File: src/hdl/ipfsm_pkg.sv
// Shared types and constants of the primary-rate access-side port state machine.
package ipfsm_pkg;

	// Port states, Gray coded along blocked -> local unblock -> operational -> permanent line.
	typedef enum logic [2:0] {
		ST_BLOCKED1  = 3'h0,
		ST_BLOCKED2  = 3'h1,
		ST_LOCAL_UB  = 3'h3,
		ST_OPER      = 3'h2,
		ST_PERM_LINE = 3'h6,
		ST_REMOTE1   = 3'h7,
		ST_REMOTE2   = 3'h5
	} ipfsm_state_t;

	// Control function element codes as carried in octet 3 of the control protocol.
	typedef enum logic [6:0] {
		FE_NONE       = 7'h00,
		FE_UNBLOCK    = 7'h11,
		FE_BLOCK      = 7'h13,
		FE_BLOCK_REQ  = 7'h15,
		FE_GRADING    = 7'h16,
		FE_DCH_BLOCK  = 7'h17,
		FE_DCH_UNBLK  = 7'h18,
		FE_TE_OOS     = 7'h19,
		FE_NET_FAIL   = 7'h1a
	} ipfsm_fe_t;

	// Management primitives in both directions.
	typedef enum logic [3:0] {
		PRIM_NONE       = 4'h0,
		PRIM_UNBLK_REQ  = 4'h1,
		PRIM_UNBLK_IND  = 4'h2,
		PRIM_BLOCK_IND  = 4'h3,
		PRIM_BLOCK_REQ  = 4'h4,
		PRIM_USER_FAIL  = 4'h5,
		PRIM_NET_FAIL   = 4'h6,
		PRIM_PL_ACT_REQ = 4'h7,
		PRIM_PL_ACT_IND = 4'h8,
		PRIM_PL_DEA_REQ = 4'h9,
		PRIM_PL_DEA_IND = 4'ha,
		PRIM_GRADING    = 4'hb,
		PRIM_DCH_BLOCK  = 4'hc,
		PRIM_DCH_UNBLK  = 4'hd,
		PRIM_NORMAL_OP  = 4'he
	} ipfsm_prim_t;

	// Digital section events.
	typedef enum logic [3:0] {
		DS_NORMAL  = 4'h0,
		DS_LOS_LFA = 4'h1,
		DS_EV_C    = 4'h2,
		DS_EV_D    = 4'h3,
		DS_EV_E    = 4'h4,
		DS_EV_G    = 4'h5,
		DS_EV_H    = 4'h6,
		DS_EV_I    = 4'h7,
		DS_EV_K    = 4'h8,
		DS_EV_L    = 4'h9
	} ipfsm_ds_t;

	localparam ipfsm_state_t STATE_RESET = ST_BLOCKED1;
	localparam int           SYNC_STAGES = 2;

endpackage

File: src/hdl/ipfsm_ds_if.sv
// Link between the port state machine and its digital section event tracker.
`timescale 1ns/1ps
interface ipfsm_ds_if;
	logic                clk;
	logic                rst_n;
	logic                in_valid;
	ipfsm_pkg::ipfsm_ds_t in_code;
	logic                evt_valid;
	ipfsm_pkg::ipfsm_ds_t evt_code;
	logic                evt_multi;
	ipfsm_pkg::ipfsm_ds_t active_code;

	modport fsm (
		output clk,
		output rst_n,
		output in_valid,
		output in_code,
		input  evt_valid,
		input  evt_code,
		input  evt_multi,
		input  active_code
	);

	modport track (
		input  clk,
		input  rst_n,
		input  in_valid,
		input  in_code,
		output evt_valid,
		output evt_code,
		output evt_multi,
		output active_code
	);
endinterface

File: src/hdl/ipfsm_ds_track.sv
// Registers digital section events and keeps only the newest failure condition.
`timescale 1ns/1ps
module ipfsm_ds_track (
	ipfsm_ds_if.track ds
);
	logic                 valid_reg;
	logic                 valid_next;
	ipfsm_pkg::ipfsm_ds_t code_reg;
	ipfsm_pkg::ipfsm_ds_t code_next;
	logic                 multi_reg;
	logic                 multi_next;
	ipfsm_pkg::ipfsm_ds_t active_reg;
	ipfsm_pkg::ipfsm_ds_t active_next;

	always_comb begin
		valid_next  = ds.in_valid;
		code_next   = code_reg;
		multi_next  = multi_reg;
		active_next = active_reg;
		if (ds.in_valid) begin
			code_next   = ds.in_code;
			// Only these two events stand for several failures at once.
			multi_next  = (ds.in_code == ipfsm_pkg::DS_EV_H) ||
				(ds.in_code == ipfsm_pkg::DS_EV_K);
			// A new event overwrites the old condition, which counts as gone.
			active_next = ds.in_code;
		end
	end

	always_ff @(posedge ds.clk or negedge ds.rst_n) begin
		if (!ds.rst_n) begin
			valid_reg  <= 1'b0;
			code_reg   <= ipfsm_pkg::DS_NORMAL;
			multi_reg  <= 1'b0;
			active_reg <= ipfsm_pkg::DS_NORMAL;
		end else begin
			valid_reg  <= valid_next;
			code_reg   <= code_next;
			multi_reg  <= multi_next;
			active_reg <= active_next;
		end
	end

	assign ds.evt_valid   = valid_reg;
	assign ds.evt_code    = code_reg;
	assign ds.evt_multi   = multi_reg;
	assign ds.active_code = active_reg;

	a_newest_event_wins: assert property (
		@(posedge ds.clk) disable iff (!ds.rst_n)
		ds.in_valid |=> (ds.active_code == $past(ds.in_code)) && ds.evt_valid)
		else $error("newest digital section event not taken as the condition");

	a_multi_flag_only: assert property (
		@(posedge ds.clk) disable iff (!ds.rst_n)
		ds.evt_valid && ds.evt_multi |->
			(ds.evt_code == ipfsm_pkg::DS_EV_H) || (ds.evt_code == ipfsm_pkg::DS_EV_K))
		else $error("multiple failure flag on a single event type");
endmodule

File: src/hdl/ipfsm_port.sv
// Access-side state machine for one primary-rate user port.
`timescale 1ns/1ps
// What this block does
// - A permanent-line activation request in local unblock enters permanent-line state and confirms.
// - A permanent-line deactivation request in permanent-line state goes to blocked 2 and indicates it.
// - D-channel blocking set by the exchange while operational is removed when operational is left.
// - Digital section failures are single events except the two combined-failure event types.
// - A newly detected digital section event clears any earlier failure and alone is acted on.
// - An unblock request from management yields an unblock indication when operational or in remote unblock 2, and enters operational.
// - The operational check is answered locally with no wait on the exchange.
// - A block indication from management sends block to the exchange and enters blocked 2, or blocked 1 from blocked 1 or remote unblock 1.
// - In remote unblock, a block element from the exchange returns to blocked and tells management.
// - User or network failure primitives send the matching out-of-service or network-failure element, in the blocked and remote unblock states only.
module ipfsm_port (
	input  wire logic                   core_clk_i,
	input  wire logic                   rst_n_i,
	input  wire logic                   le_fe_valid_i,
	input  wire ipfsm_pkg::ipfsm_fe_t   le_fe_code_i,
	input  wire logic                   mgmt_valid_i,
	input  wire ipfsm_pkg::ipfsm_prim_t mgmt_code_i,
	input  wire logic                   digital_section_valid_i,
	input  wire ipfsm_pkg::ipfsm_ds_t   digital_section_code_i,
	output logic                        le_fe_valid_o,
	output ipfsm_pkg::ipfsm_fe_t        le_fe_code_o,
	output logic                        mgmt_valid_o,
	output ipfsm_pkg::ipfsm_prim_t      mgmt_code_o,
	output logic                        ds_report_valid_o,
	output ipfsm_pkg::ipfsm_ds_t        ds_report_code_o,
	output ipfsm_pkg::ipfsm_ds_t        ds_condition_o,
	output logic                        ds_multi_o,
	output logic                        dch_blocked_o,
	output logic                        user_rai_o,
	output ipfsm_pkg::ipfsm_state_t     state_o
);
	logic [ipfsm_pkg::SYNC_STAGES-1:0] rst_sync_reg;
	logic                              rst_n;
	ipfsm_ds_if                        ds_if ();

	// Reset enters asynchronously and leaves only through the synchroniser, to avoid a split release.
	always_ff @(posedge core_clk_i or negedge rst_n_i) begin
		if (!rst_n_i) begin
			rst_sync_reg <= '0;
		end else begin
			rst_sync_reg <= {rst_sync_reg[0], 1'b1};
		end
	end
	assign rst_n = rst_sync_reg[ipfsm_pkg::SYNC_STAGES-1];

	assign ds_if.clk      = core_clk_i;
	assign ds_if.rst_n    = rst_n;
	assign ds_if.in_valid = digital_section_valid_i;
	assign ds_if.in_code  = digital_section_code_i;

	ipfsm_ds_track u_ds_track (
		.ds (ds_if.track)
	);

	ipfsm_pkg::ipfsm_state_t state_reg;
	ipfsm_pkg::ipfsm_state_t state_next;
	logic                    fe_valid_reg;
	logic                    fe_valid_next;
	ipfsm_pkg::ipfsm_fe_t    fe_code_reg;
	ipfsm_pkg::ipfsm_fe_t    fe_code_next;
	logic                    prim_valid_reg;
	logic                    prim_valid_next;
	ipfsm_pkg::ipfsm_prim_t  prim_code_reg;
	ipfsm_pkg::ipfsm_prim_t  prim_code_next;
	logic                    rep_valid_reg;
	logic                    rep_valid_next;
	ipfsm_pkg::ipfsm_ds_t    rep_code_reg;
	ipfsm_pkg::ipfsm_ds_t    rep_code_next;
	logic                    dch_reg;
	logic                    dch_next;
	logic                    ds_go;
	logic                    mgmt_go;
	logic                    le_go;

	// One event per cycle: digital section first, then management, then the exchange.
	// Events of lower priority in the same cycle are dropped, so senders must space them.
	assign ds_go   = ds_if.evt_valid;
	assign mgmt_go = mgmt_valid_i && !ds_go;
	assign le_go   = le_fe_valid_i && !ds_go && !mgmt_valid_i;

	always_comb begin
		state_next      = state_reg;
		fe_valid_next   = 1'b0;
		fe_code_next    = fe_code_reg;
		prim_valid_next = 1'b0;
		prim_code_next  = prim_code_reg;
		rep_valid_next  = 1'b0;
		rep_code_next   = rep_code_reg;
		if (ds_go) begin
			rep_code_next = ds_if.evt_code;
			rep_valid_next = (ds_if.evt_code != ipfsm_pkg::DS_NORMAL);
			case (ds_if.evt_code)
			ipfsm_pkg::DS_NORMAL: begin
				prim_valid_next = (state_reg == ipfsm_pkg::ST_BLOCKED1) ||
					(state_reg == ipfsm_pkg::ST_BLOCKED2) ||
					(state_reg == ipfsm_pkg::ST_REMOTE1) ||
					(state_reg == ipfsm_pkg::ST_REMOTE2);
				prim_code_next = ipfsm_pkg::PRIM_NORMAL_OP;
				if (state_reg == ipfsm_pkg::ST_BLOCKED1)
					state_next = ipfsm_pkg::ST_BLOCKED2;
				if (state_reg == ipfsm_pkg::ST_REMOTE1)
					state_next = ipfsm_pkg::ST_REMOTE2;
			end
			ipfsm_pkg::DS_EV_I: begin
			end
			ipfsm_pkg::DS_EV_D, ipfsm_pkg::DS_EV_E, ipfsm_pkg::DS_EV_K: begin
				if (state_reg != ipfsm_pkg::ST_BLOCKED1) begin
					state_next = ipfsm_pkg::ST_BLOCKED1;
					fe_valid_next = (state_reg != ipfsm_pkg::ST_BLOCKED2);
					fe_code_next = ipfsm_pkg::FE_BLOCK;
				end
			end
			ipfsm_pkg::DS_EV_L: begin
				if ((state_reg == ipfsm_pkg::ST_BLOCKED1) || (state_reg == ipfsm_pkg::ST_OPER))
					state_next = ipfsm_pkg::ST_BLOCKED2;
				fe_valid_next = (state_reg == ipfsm_pkg::ST_OPER);
				fe_code_next = ipfsm_pkg::FE_BLOCK;
				rep_valid_next = (state_reg == ipfsm_pkg::ST_BLOCKED1) ||
					(state_reg == ipfsm_pkg::ST_BLOCKED2) ||
					(state_reg == ipfsm_pkg::ST_OPER);
			end
			default: begin
				state_next = ipfsm_pkg::ST_BLOCKED2;
				fe_valid_next = (state_reg != ipfsm_pkg::ST_BLOCKED1) &&
					(state_reg != ipfsm_pkg::ST_BLOCKED2);
				fe_code_next = ipfsm_pkg::FE_BLOCK;
			end
			endcase
		end else if (mgmt_go) begin
			case (mgmt_code_i)
			ipfsm_pkg::PRIM_UNBLK_REQ: begin
				case (state_reg)
				ipfsm_pkg::ST_BLOCKED1: begin
					prim_valid_next = 1'b1;
					prim_code_next = ipfsm_pkg::PRIM_BLOCK_IND;
				end
				ipfsm_pkg::ST_BLOCKED2: begin
					fe_valid_next = 1'b1;
					fe_code_next = ipfsm_pkg::FE_UNBLOCK;
					state_next = ipfsm_pkg::ST_LOCAL_UB;
				end
				ipfsm_pkg::ST_LOCAL_UB: begin
					fe_valid_next = 1'b1;
					fe_code_next = ipfsm_pkg::FE_UNBLOCK;
				end
				ipfsm_pkg::ST_REMOTE1: begin
					fe_valid_next = 1'b1;
					fe_code_next = ipfsm_pkg::FE_BLOCK;
					prim_valid_next = 1'b1;
					prim_code_next = ipfsm_pkg::PRIM_BLOCK_IND;
					state_next = ipfsm_pkg::ST_BLOCKED1;
				end
				ipfsm_pkg::ST_REMOTE2, ipfsm_pkg::ST_OPER: begin
					fe_valid_next = 1'b1;
					fe_code_next = ipfsm_pkg::FE_UNBLOCK;
					prim_valid_next = 1'b1;
					prim_code_next = ipfsm_pkg::PRIM_UNBLK_IND;
					state_next = ipfsm_pkg::ST_OPER;
				end
				default: begin
					prim_valid_next = 1'b1;
					prim_code_next = ipfsm_pkg::PRIM_PL_ACT_IND;
				end
				endcase
			end
			ipfsm_pkg::PRIM_BLOCK_IND: begin
				fe_valid_next = 1'b1;
				fe_code_next = ipfsm_pkg::FE_BLOCK;
				if (state_reg == ipfsm_pkg::ST_REMOTE1)
					state_next = ipfsm_pkg::ST_BLOCKED1;
				else if (state_reg != ipfsm_pkg::ST_BLOCKED1)
					state_next = ipfsm_pkg::ST_BLOCKED2;
			end
			ipfsm_pkg::PRIM_BLOCK_REQ: begin
				fe_valid_next = (state_reg == ipfsm_pkg::ST_OPER);
				fe_code_next = ipfsm_pkg::FE_BLOCK_REQ;
			end
			ipfsm_pkg::PRIM_USER_FAIL, ipfsm_pkg::PRIM_NET_FAIL: begin
				fe_valid_next = (state_reg == ipfsm_pkg::ST_BLOCKED1) ||
					(state_reg == ipfsm_pkg::ST_BLOCKED2) ||
					(state_reg == ipfsm_pkg::ST_REMOTE1) ||
					(state_reg == ipfsm_pkg::ST_REMOTE2);
				fe_code_next = (mgmt_code_i == ipfsm_pkg::PRIM_USER_FAIL) ?
					ipfsm_pkg::FE_TE_OOS : ipfsm_pkg::FE_NET_FAIL;
			end
			ipfsm_pkg::PRIM_PL_ACT_REQ: begin
				if (state_reg == ipfsm_pkg::ST_LOCAL_UB) begin
					state_next = ipfsm_pkg::ST_PERM_LINE;
					prim_valid_next = 1'b1;
					prim_code_next = ipfsm_pkg::PRIM_PL_ACT_IND;
				end
			end
			ipfsm_pkg::PRIM_PL_DEA_REQ: begin
				if (state_reg == ipfsm_pkg::ST_PERM_LINE) begin
					state_next = ipfsm_pkg::ST_BLOCKED2;
					prim_valid_next = 1'b1;
					prim_code_next = ipfsm_pkg::PRIM_PL_DEA_IND;
				end
			end
			ipfsm_pkg::PRIM_GRADING: begin
				fe_valid_next = (state_reg == ipfsm_pkg::ST_OPER);
				fe_code_next = ipfsm_pkg::FE_GRADING;
			end
			default: begin
			end
			endcase
		end else if (le_go) begin
			case (le_fe_code_i)
			ipfsm_pkg::FE_UNBLOCK: begin
				prim_valid_next = 1'b1;
				prim_code_next = ipfsm_pkg::PRIM_UNBLK_REQ;
				case (state_reg)
				ipfsm_pkg::ST_BLOCKED1: state_next = ipfsm_pkg::ST_REMOTE1;
				ipfsm_pkg::ST_BLOCKED2: state_next = ipfsm_pkg::ST_REMOTE2;
				ipfsm_pkg::ST_LOCAL_UB, ipfsm_pkg::ST_PERM_LINE: begin
					prim_code_next = ipfsm_pkg::PRIM_UNBLK_IND;
					state_next = ipfsm_pkg::ST_OPER;
				end
				ipfsm_pkg::ST_OPER: begin
					prim_code_next = ipfsm_pkg::PRIM_UNBLK_IND;
					fe_valid_next = 1'b1;
					fe_code_next = ipfsm_pkg::FE_UNBLOCK;
				end
				default: begin
				end
				endcase
			end
			ipfsm_pkg::FE_BLOCK: begin
				prim_valid_next = (state_reg != ipfsm_pkg::ST_BLOCKED1) &&
					(state_reg != ipfsm_pkg::ST_BLOCKED2);
				prim_code_next = ipfsm_pkg::PRIM_BLOCK_IND;
				if (state_reg == ipfsm_pkg::ST_REMOTE1)
					state_next = ipfsm_pkg::ST_BLOCKED1;
				else if ((state_reg == ipfsm_pkg::ST_LOCAL_UB) ||
					(state_reg == ipfsm_pkg::ST_REMOTE2) || (state_reg == ipfsm_pkg::ST_OPER))
					state_next = ipfsm_pkg::ST_BLOCKED2;
			end
			ipfsm_pkg::FE_DCH_BLOCK, ipfsm_pkg::FE_DCH_UNBLK: begin
				prim_valid_next = (state_reg == ipfsm_pkg::ST_OPER);
				prim_code_next = (le_fe_code_i == ipfsm_pkg::FE_DCH_BLOCK) ?
					ipfsm_pkg::PRIM_DCH_BLOCK : ipfsm_pkg::PRIM_DCH_UNBLK;
			end
			default: begin
			end
			endcase
		end
	end

	// D-channel blocking lives only while operational; leaving clears it.
	always_comb begin
		dch_next = dch_reg;
		if (le_go && (state_reg == ipfsm_pkg::ST_OPER)) begin
			if (le_fe_code_i == ipfsm_pkg::FE_DCH_BLOCK)
				dch_next = 1'b1;
			else if (le_fe_code_i == ipfsm_pkg::FE_DCH_UNBLK)
				dch_next = 1'b0;
		end
		if (state_next != ipfsm_pkg::ST_OPER)
			dch_next = 1'b0;
	end

	always_ff @(posedge core_clk_i or negedge rst_n) begin
		if (!rst_n) begin
			state_reg      <= ipfsm_pkg::STATE_RESET;
			fe_valid_reg   <= 1'b0;
			fe_code_reg    <= ipfsm_pkg::FE_NONE;
			prim_valid_reg <= 1'b0;
			prim_code_reg  <= ipfsm_pkg::PRIM_NONE;
			rep_valid_reg  <= 1'b0;
			rep_code_reg   <= ipfsm_pkg::DS_NORMAL;
			dch_reg        <= 1'b0;
		end else begin
			state_reg      <= state_next;
			fe_valid_reg   <= fe_valid_next;
			fe_code_reg    <= fe_code_next;
			prim_valid_reg <= prim_valid_next;
			prim_code_reg  <= prim_code_next;
			rep_valid_reg  <= rep_valid_next;
			rep_code_reg   <= rep_code_next;
			dch_reg        <= dch_next;
		end
	end

	assign le_fe_valid_o     = fe_valid_reg;
	assign le_fe_code_o      = fe_code_reg;
	assign mgmt_valid_o      = prim_valid_reg;
	assign mgmt_code_o       = prim_code_reg;
	assign ds_report_valid_o = rep_valid_reg;
	assign ds_report_code_o  = rep_code_reg;
	assign ds_condition_o    = ds_if.active_code;
	assign ds_multi_o        = ds_if.evt_multi;
	assign dch_blocked_o     = dch_reg;
	assign state_o           = state_reg;
	// Alarm toward the user in blocked 2, local unblock and remote unblock 2 only.
	assign user_rai_o        = !((state_reg == ipfsm_pkg::ST_BLOCKED1) ||
		(state_reg == ipfsm_pkg::ST_REMOTE1) || (state_reg == ipfsm_pkg::ST_OPER) ||
		(state_reg == ipfsm_pkg::ST_PERM_LINE));

	a_pl_activate: assert property (@(posedge core_clk_i) disable iff (!rst_n)
		mgmt_go && (mgmt_code_i == ipfsm_pkg::PRIM_PL_ACT_REQ) &&
		(state_reg == ipfsm_pkg::ST_LOCAL_UB) |=>
		(state_reg == ipfsm_pkg::ST_PERM_LINE) && mgmt_valid_o &&
		(mgmt_code_o == ipfsm_pkg::PRIM_PL_ACT_IND))
		else $error("permanent-line activation not confirmed");

	a_pl_deactivate: assert property (@(posedge core_clk_i) disable iff (!rst_n)
		mgmt_go && (mgmt_code_i == ipfsm_pkg::PRIM_PL_DEA_REQ) &&
		(state_reg == ipfsm_pkg::ST_PERM_LINE) |=>
		(state_reg == ipfsm_pkg::ST_BLOCKED2) && (mgmt_code_o == ipfsm_pkg::PRIM_PL_DEA_IND))
		else $error("permanent-line deactivation not indicated");

	a_dch_cleared: assert property (@(posedge core_clk_i) disable iff (!rst_n)
		dch_blocked_o |-> (state_reg == ipfsm_pkg::ST_OPER))
		else $error("D-channel still blocked outside operational state");

	a_unblock_ind_oper: assert property (@(posedge core_clk_i) disable iff (!rst_n)
		mgmt_valid_o && (mgmt_code_o == ipfsm_pkg::PRIM_UNBLK_IND) |->
		(state_reg == ipfsm_pkg::ST_OPER))
		else $error("unblock indication while not operational");

	a_oper_check_local: assert property (@(posedge core_clk_i) disable iff (!rst_n)
		mgmt_go && (mgmt_code_i == ipfsm_pkg::PRIM_UNBLK_REQ) &&
		(state_reg == ipfsm_pkg::ST_OPER) |=> mgmt_valid_o)
		else $error("operational check not answered in one cycle");

	a_block_ind_sent: assert property (@(posedge core_clk_i) disable iff (!rst_n)
		mgmt_go && (mgmt_code_i == ipfsm_pkg::PRIM_BLOCK_IND) &&
		(state_reg == ipfsm_pkg::ST_OPER) |=>
		le_fe_valid_o && (le_fe_code_o == ipfsm_pkg::FE_BLOCK) &&
		(state_reg == ipfsm_pkg::ST_BLOCKED2))
		else $error("block indication did not block the port");

	a_remote_blocked: assert property (@(posedge core_clk_i) disable iff (!rst_n)
		le_go && (le_fe_code_i == ipfsm_pkg::FE_BLOCK) &&
		(state_reg == ipfsm_pkg::ST_REMOTE1) |=>
		(state_reg == ipfsm_pkg::ST_BLOCKED1) && (mgmt_code_o == ipfsm_pkg::PRIM_BLOCK_IND))
		else $error("remote unblock not undone by block element");

	a_fail_element: assert property (@(posedge core_clk_i) disable iff (!rst_n)
		mgmt_go && (mgmt_code_i == ipfsm_pkg::PRIM_NET_FAIL) &&
		(state_reg == ipfsm_pkg::ST_BLOCKED1) |=>
		le_fe_valid_o && (le_fe_code_o == ipfsm_pkg::FE_NET_FAIL))
		else $error("network failure element not sent");

	a_alarm_state: assert property (@(posedge core_clk_i) disable iff (!rst_n)
		$changed(state_reg) && (state_reg == ipfsm_pkg::ST_LOCAL_UB) |-> user_rai_o)
		else $error("no remote alarm in local unblock");
endmodule
File: config.mk
export PLATFORM = sky130hd
export DESIGN_NAME = ipfsm_port
export DESIGN_NICKNAME = d
export VERILOG_FILES = /design/src/hdl/ipfsm_pkg.sv /design/src/hdl/ipfsm_ds_if.sv /design/src/hdl/ipfsm_ds_track.sv /design/src/hdl/ipfsm_port.sv
export SDC_FILE = /design/constraint.sdc
export NUM_CORES = 1
export LEC_CHECK = 0
export BUFFER_PORTS_ARGS = -buffer_cell sky130_fd_sc_hd__buf_4
export CAP_MARGIN = 20
export CORE_ASPECT_RATIO = 0.75
export CORE_UTILIZATION = 30
export DETAILED_ROUTE_END_ITERATION = 10
export HOLD_SLACK_MARGIN = 0.06
export PLACE_DENSITY_LB_ADDON = 0.25
export REMOVE_ABC_BUFFERS = 1
export SYNTH_ARGS = -nofsm -noshare
export SYNTH_HDL_FRONTEND = slang
export SYNTH_HIERARCHICAL = 1
export SYNTH_SLANG_ARGS = --single-unit
File: constraint.sdc
create_clock -name core_clk_i -period 2.3 [get_ports core_clk_i]
set_clock_uncertainty 0.05 [all_clocks]
set_input_delay 0.345 -clock core_clk_i [delete_from_list [all_inputs] [get_ports core_clk_i]]
set_output_delay 0.345 -clock core_clk_i [all_outputs]
set_load 0.05 [all_outputs]
Yosys cells after proc, flatten, opt, wreduce, memory -nomap -nowiden
Index checks and enable logic that the tools add are counted.
{ "op_classes": {"eq_ne": 36, "n_mux": 63, "reduce_logical": 44} }
{ "ops": {"columns": ["cell", "count"], "rows": [
  ["two-way mux 7 bit", 6],
  ["two-way mux 3 bit", 13],
  ["one-hot mux 4 bit (3 select lines)", 3],
  ["one-hot mux 7 bit (5 select lines)", 1],
  ["equality test 4 x 3 -> 1 bit, second input constant", 7],
  ["equality test 7 x 5 -> 1 bit, second input constant", 4],
  ["one-hot mux 7 bit (2 select lines)", 2],
  ["two-way mux 4 bit", 6],
  ["one-hot mux 3 bit (4 select lines)", 2],
  ["two-way mux 1 bit", 21],
  ["equality test 4 bit, second input constant", 5],
  ["one-hot mux 3 bit (3 select lines)", 2],
  ["OR reduction 2 bit", 8],
  ["nonzero test 3 bit", 5],
  ["AND reduction 7 bit", 2],
  ["inequality test 4 x 3 -> 1 bit, second input constant", 3],
  ["logical OR 1 bit", 11],
  ["equality test 3 bit, second input constant", 3],
  ["one-hot mux 1 bit (3 select lines)", 3],
  ["equality test 4 x 2 -> 1 bit, second input constant", 2],
  ["inequality test 7 x 1 -> 1 bit, second input constant", 1],
  ["equality test 3 x 2 -> 1 bit, second input constant", 2],
  ["one-hot mux 3 bit (2 select lines)", 1],
  ["OR reduction 3 bit", 2],
  ["20 further kinds", 28]
]} }
{ "totals": {"reg_bits": 30, "inputBits": 20, "output_inout_bits": 28, "wordCells": 155} }

Depth between registers and ports, before layout
{ "logic_depth": {"word_depth": 12, "depth_mapped": 8, "depth_no_buf": 6} }

Cells and area by module
Netlist, hierarchy kept.
{ "modules_own_cells": {"columns": ["module", "instances", "cells_each", "area_each_um2", "seq_area_each_um2"], "rows": [
  ["ipfsm_port", 1, 242, 1931.9, 550.5],
  ["ipfsm_ds_track", 1, 18, 257.7, 150.1]
]} }

Least setup slack after synthesis
No wires, ideal clock.
{ "synth_path": {"path_type": "register to register", "start": "reg u_ds_track.code_reg[1] (netlist: u_ds_track/ds.evt_code[1])", "end": "reg fe_code_reg[1] (netlist: le_fe_code_o[1])", "setup_ps": 125, "arrival_ps": 2184, "t_required_ps": 2125, "slack_ps": -59, "path_stages_with_launch": 9, "n_path_buf": 2, "period_less_slack_ps": 2359, "path_cell_list": "dfrtp_1 buf_4 clkbuf_1 nor2_1 nand2_1 nand2_1 o31ai_1 o311ai_2 mux2_4"} }
{ "synth_between": {"elab_chain_len": 4, "word_cells_on_any_way": 12, "classes_between": "eq/ne: 6; mux: 2; reduce/logical: 4"} }
{ "synth_rtl": {"columns": ["element", "line", "text"], "rows": [
  ["from (decl)", "ipfsm_ds_track.sv:8", "ipfsm_pkg::ipfsm_ds_t code_reg;"],
  ["from (signal assigned)", "ipfsm_ds_track.sv:33", "code_reg <= ipfsm_pkg::DS_NORMAL;"],
  ["from (signal assigned)", "ipfsm_ds_track.sv:38", "code_reg <= code_next;"],
  ["equality test 4 x 2 -> 1 bit, or another cell as far along", "ipfsm_port.sv:95", "case (ds_if.evt_code)"],
  ["OR reduction 3 bit or OR reduction 2 bit (tied branches)", null, null],
  ["inequality test 3 bit (no line), or another cell as far along", null, null],
  ["AND reduction 7 bit (no line) or two-way mux 7 bit (tied branches)", null, null],
  ["to (signal assigned)", "ipfsm_port.sv:269", "fe_code_reg <= ipfsm_pkg::FE_NONE;"],
  ["to (signal assigned)", "ipfsm_port.sv:278", "fe_code_reg <= fe_code_next;"],
  ["to (decl)", "ipfsm_port.sv:62", "ipfsm_pkg::ipfsm_fe_t fe_code_reg;"]
]} }
Parallel ways exist; a longest one is shown, timed or not.
A chain may end at the register's enable or synchronous reset.

Worst setup path in the final report
{ "layout_path": {"start": "reg state_reg[0] (netlist: state_o[0])", "end": "reg fe_code_reg[1] (netlist: le_fe_code_o[1])"} }
{ "layout_between": {"elab_chain_len": 6, "word_cells_on_any_way": 15, "classes_between": "eq/ne: 7; mux: 4; reduce/logical: 4"} }
{ "layout_rtl": {"columns": ["element", "line", "text"], "rows": [
  ["from (decl)", "ipfsm_port.sv:58", "ipfsm_pkg::ipfsm_state_t state_reg;"],
  ["from (signal assigned)", "ipfsm_port.sv:267", "state_reg <= ipfsm_pkg::STATE_RESET;"],
  ["from (signal assigned)", "ipfsm_port.sv:276", "state_reg <= state_next;"],
  ["equality test 3 x 1 -> 1 bit, or another cell as far along", "ipfsm_port.sv:135", "case (state_reg)"],
  ["OR reduction 4 bit (no line)", null, null],
  ["one-hot mux 7 bit (2 select lines)", "ipfsm_port.sv:135", null],
  ["one-hot mux 7 bit (5 select lines)", "ipfsm_port.sv:133", "case (mgmt_code_i)"],
  ["two-way mux 7 bit", "ipfsm_port.sv:132", "end else if (mgmt_go) begin"],
  ["two-way mux 7 bit", "ipfsm_port.sv:92", "if (ds_go) begin"]
]} }
Parallel ways exist; a longest one is shown, timed or not. The select of a mux whose other input is x is not followed.

==> results.sh <==
export IMPL_status="complete, no violations"
export IMPL_pin_count=48
export IMPL_yosysTopAreaCell="dfrtp_1"
export IMPL_grt_max_degree=27
export IMPL_cp_required_ps=2420
export IMPL_clock_root_buffer="clkbuf_8"
export IMPL_critical_path_max_fanout=9
export IMPL_largest_register_ffs=5
export IMPL_post_cts_buffers=0
export IMPL_cts_htree_levels=1
export IMPL_synth_ff_type="dfrtp_1"
export IMPL_yosysMostFrequentCell="dfrtp_1"
export IMPL_yosys_top_cells_area="dfrtp_1 (32%), mux2_2 (4.6%), nor2_1 (3.9%)"
export IMPL_yosysSeqAreaShare_pct=32.0
export IMPL_instances_no_fill=418
export IMPL_yosys_warnings=6
export IMPL_critical_path_class="register to register"
export IMPL_cts_made_buffers=3
export IMPL_core_area_sq_mm=0.00693
export IMPL_layout_min_cycle_time_ps=2180
export IMPL_io_buffers=45
export IMPL_drtPass1Iterations=5
export IMPL_critPathLaunchType="register"
export IMPL_synth_edf_count=0
export IMPL_place_inst=413
export IMPL_routabilityCongestion=0.883
export IMPL_critPathArrivalTime_ps=2300
export IMPL_clk_pin_slew_ps=100
export IMPL_ys_ff_latch=28
export IMPL_grt_pass1_wl_mm=10.3
export IMPL_nNetsFinal=341
export IMPL_place_ws_ps=57.7
export IMPL_rsz0062_at_grt="false"
export IMPL_dp_hpwl_mm=4.89
export IMPL_die_h_um=76.0
export IMPL_min_period_over_period_pct=94.8
export IMPL_fp_dieArea_sq_mm=0.00765
export IMPL_crit_path_end_kind="register"
export IMPL_syn_to_final_growth_pct=30.9
export IMPL_n_antenna_cell=0
export IMPL_antenna_found_initial=0
export IMPL_netlist_area_sq_mm=0.00219
export IMPL_worst_pin_slew_ps=484
export IMPL_core_rowCount=26
export IMPL_cts_path_max_buffers=2
export IMPL_syn_inst=260
export IMPL_drv_slew=0
export IMPL_worstHoldPathType="register to asynchronous set/reset pin"
export IMPL_cts_tree="built"
export IMPL_synth_avg_cell_area_sq_um=8.42
export IMPL_max_freq_ghz=0.459
export IMPL_grt_usage_pct=16.9
export IMPL_synth_cell_types=65
export IMPL_numClockSinks=28
export IMPL_finalSetupViolCount=0
export IMPL_die_w_um=101
export IMPL_drt_iter0_drc=116
export IMPL_wl_mm=6.39
export IMPL_maxCapViolCount=0
export IMPL_drc=0
export IMPL_drtAntennaViolNets=0
export IMPL_detail_route_vias_per_cell=5.34
export IMPL_num_vias=2231
export IMPL_relSlewSlack_pct=67.3
export IMPL_hold_violations=0
export IMPL_synth_top_area_share_pct=32.0
export IMPL_drive_above_1_share_pct=33.1
export IMPL_power_density_mw_per_mm2=566
export IMPL_overflow=0
export IMPL_wl_per_cell_um=15.3
export IMPL_clk_latency_ps=280
export IMPL_start_util_pct=31.6
export IMPL_yosys_top_cells_count="dfrtp_1 (28), nor2_1 (23), nand2_1 (22)"
export IMPL_synthArstFlopShare_pct=100
export IMPL_leakage_nw=1.22
export IMPL_grt_pass1_vias=2022
export IMPL_setup_slack_ps=120
export IMPL_vdd_ir_drop_max_mv=0.206
[path summary, 6_finish.rpt]
kind                                    startpoint                       to  slack (ps)  cells past startpoint
max                                     state_o[0]          le_fe_code_o[1]         120                      8
min                                rst_sync_reg[1]  u_ds_track/ds.evt_multi         180                      1
max reg2reg                             state_o[0]          le_fe_code_o[1]         120                      8
min reg2reg                        rst_sync_reg[1]  u_ds_track/ds.evt_multi         180                      1
max in group asynchronous          rst_sync_reg[1]               state_o[1]        1750                      1
min in group core_clk_i    digital_section_valid_i  u_ds_track/ds.evt_valid         180                      1
[timing repair]
action | 4_1_cts | 5_1_grt
hold endpoints to repair | 2 | 0
endpoints found under the setup margin | 0 | 5
resized for setup | 0 | 3
hold buffers | 1 | 0
[per-layer routing]
metal / vias up / global-route usage (%) / part of all wire [%]
li1: 1075 / - / -
met1: 1053 / 26.1 / 50
met2: 97 / 24.5 / 44
met3: 6 / 3.12 / 6.1
met4: 0 / 2.90 / 0.63
met5: - / 0 / 0
[logic make-up after synthesis]
logic type	Yosys count	synth area share [%]
AND/OR/NAND/NOR	100	26.2
AO/OA/AOI/OAI	79	25.8
buffers and inverters	35	7.77
flip-flops	28	32.0
multiplexers	14	7.14
XOR/XNOR	2	0.800
other	2	0.343
[through the flow]
step                power [W]  TNS, ps  utilization (%)  hold WS, ps  cell area [sq um]
floorplan            0.000961     -960                -       -0.591               2060
global placement      0.00124        0             40.1         77.9               2780
detailed placement    0.00124        0             40.1         79.7               2780
CTS                   0.00164        0             41.3          166               2860
global route          0.00171        0             41.4          158               2870
finish                0.00162        0             41.4          176               2870
[worst max-delay path: stages (launching register included)]
cell and delay (ps):
dfrtp_1 500, inv_1 120, buf_4 160, nand2_1 70, a2111oi_0 410, o31ai_1 140, buf_4 160, o311ai_2 120
mux2_4 340
[layout make-up]
class                           instances  area [sq um]
Tap cell                               98           123
Sequential cell                        28           702
Clock buffer                            3          41.3
Fill cell                             717          4060
Inverter                                9          33.8
Timing Repair Buffer                   81           611
Clock inverter                          1          30.0
Multi-Input combinational cell        198          1330
[power breakdown]
| group | switching, W | total [W] | leakage [nW] | internal [W] |
|---|---|---|---|---|
| clock | 0.000156 | 0.000389 | 0.0357 | 0.000233 |
| combinational | 0.000405 | 0.000657 | 0.856 | 0.000252 |
| sequential | 0.0000418 | 0.000576 | 0.328 | 0.000534 |
[layout by cell type (no fill, tap or decap), drive strengths merged, types with 3 or more instances in the layout]
master,count
buf,80
dfrtp,28
nor2,23
nand2,22
a21oi,15
o21ai,14
nor3,10
nand2b,10
mux2,10
inv,9
a31oi,7
nand3,6
a21boi,5
nor2b,4
nand4,4
mux2i,4
o2bb2ai,3
or4,3
and3,3
o31ai,3
o211ai,3
conb,3
clkbuf,3
nor4b,3
or3,3
o311ai,3
(Power assumes the default switching activity.)
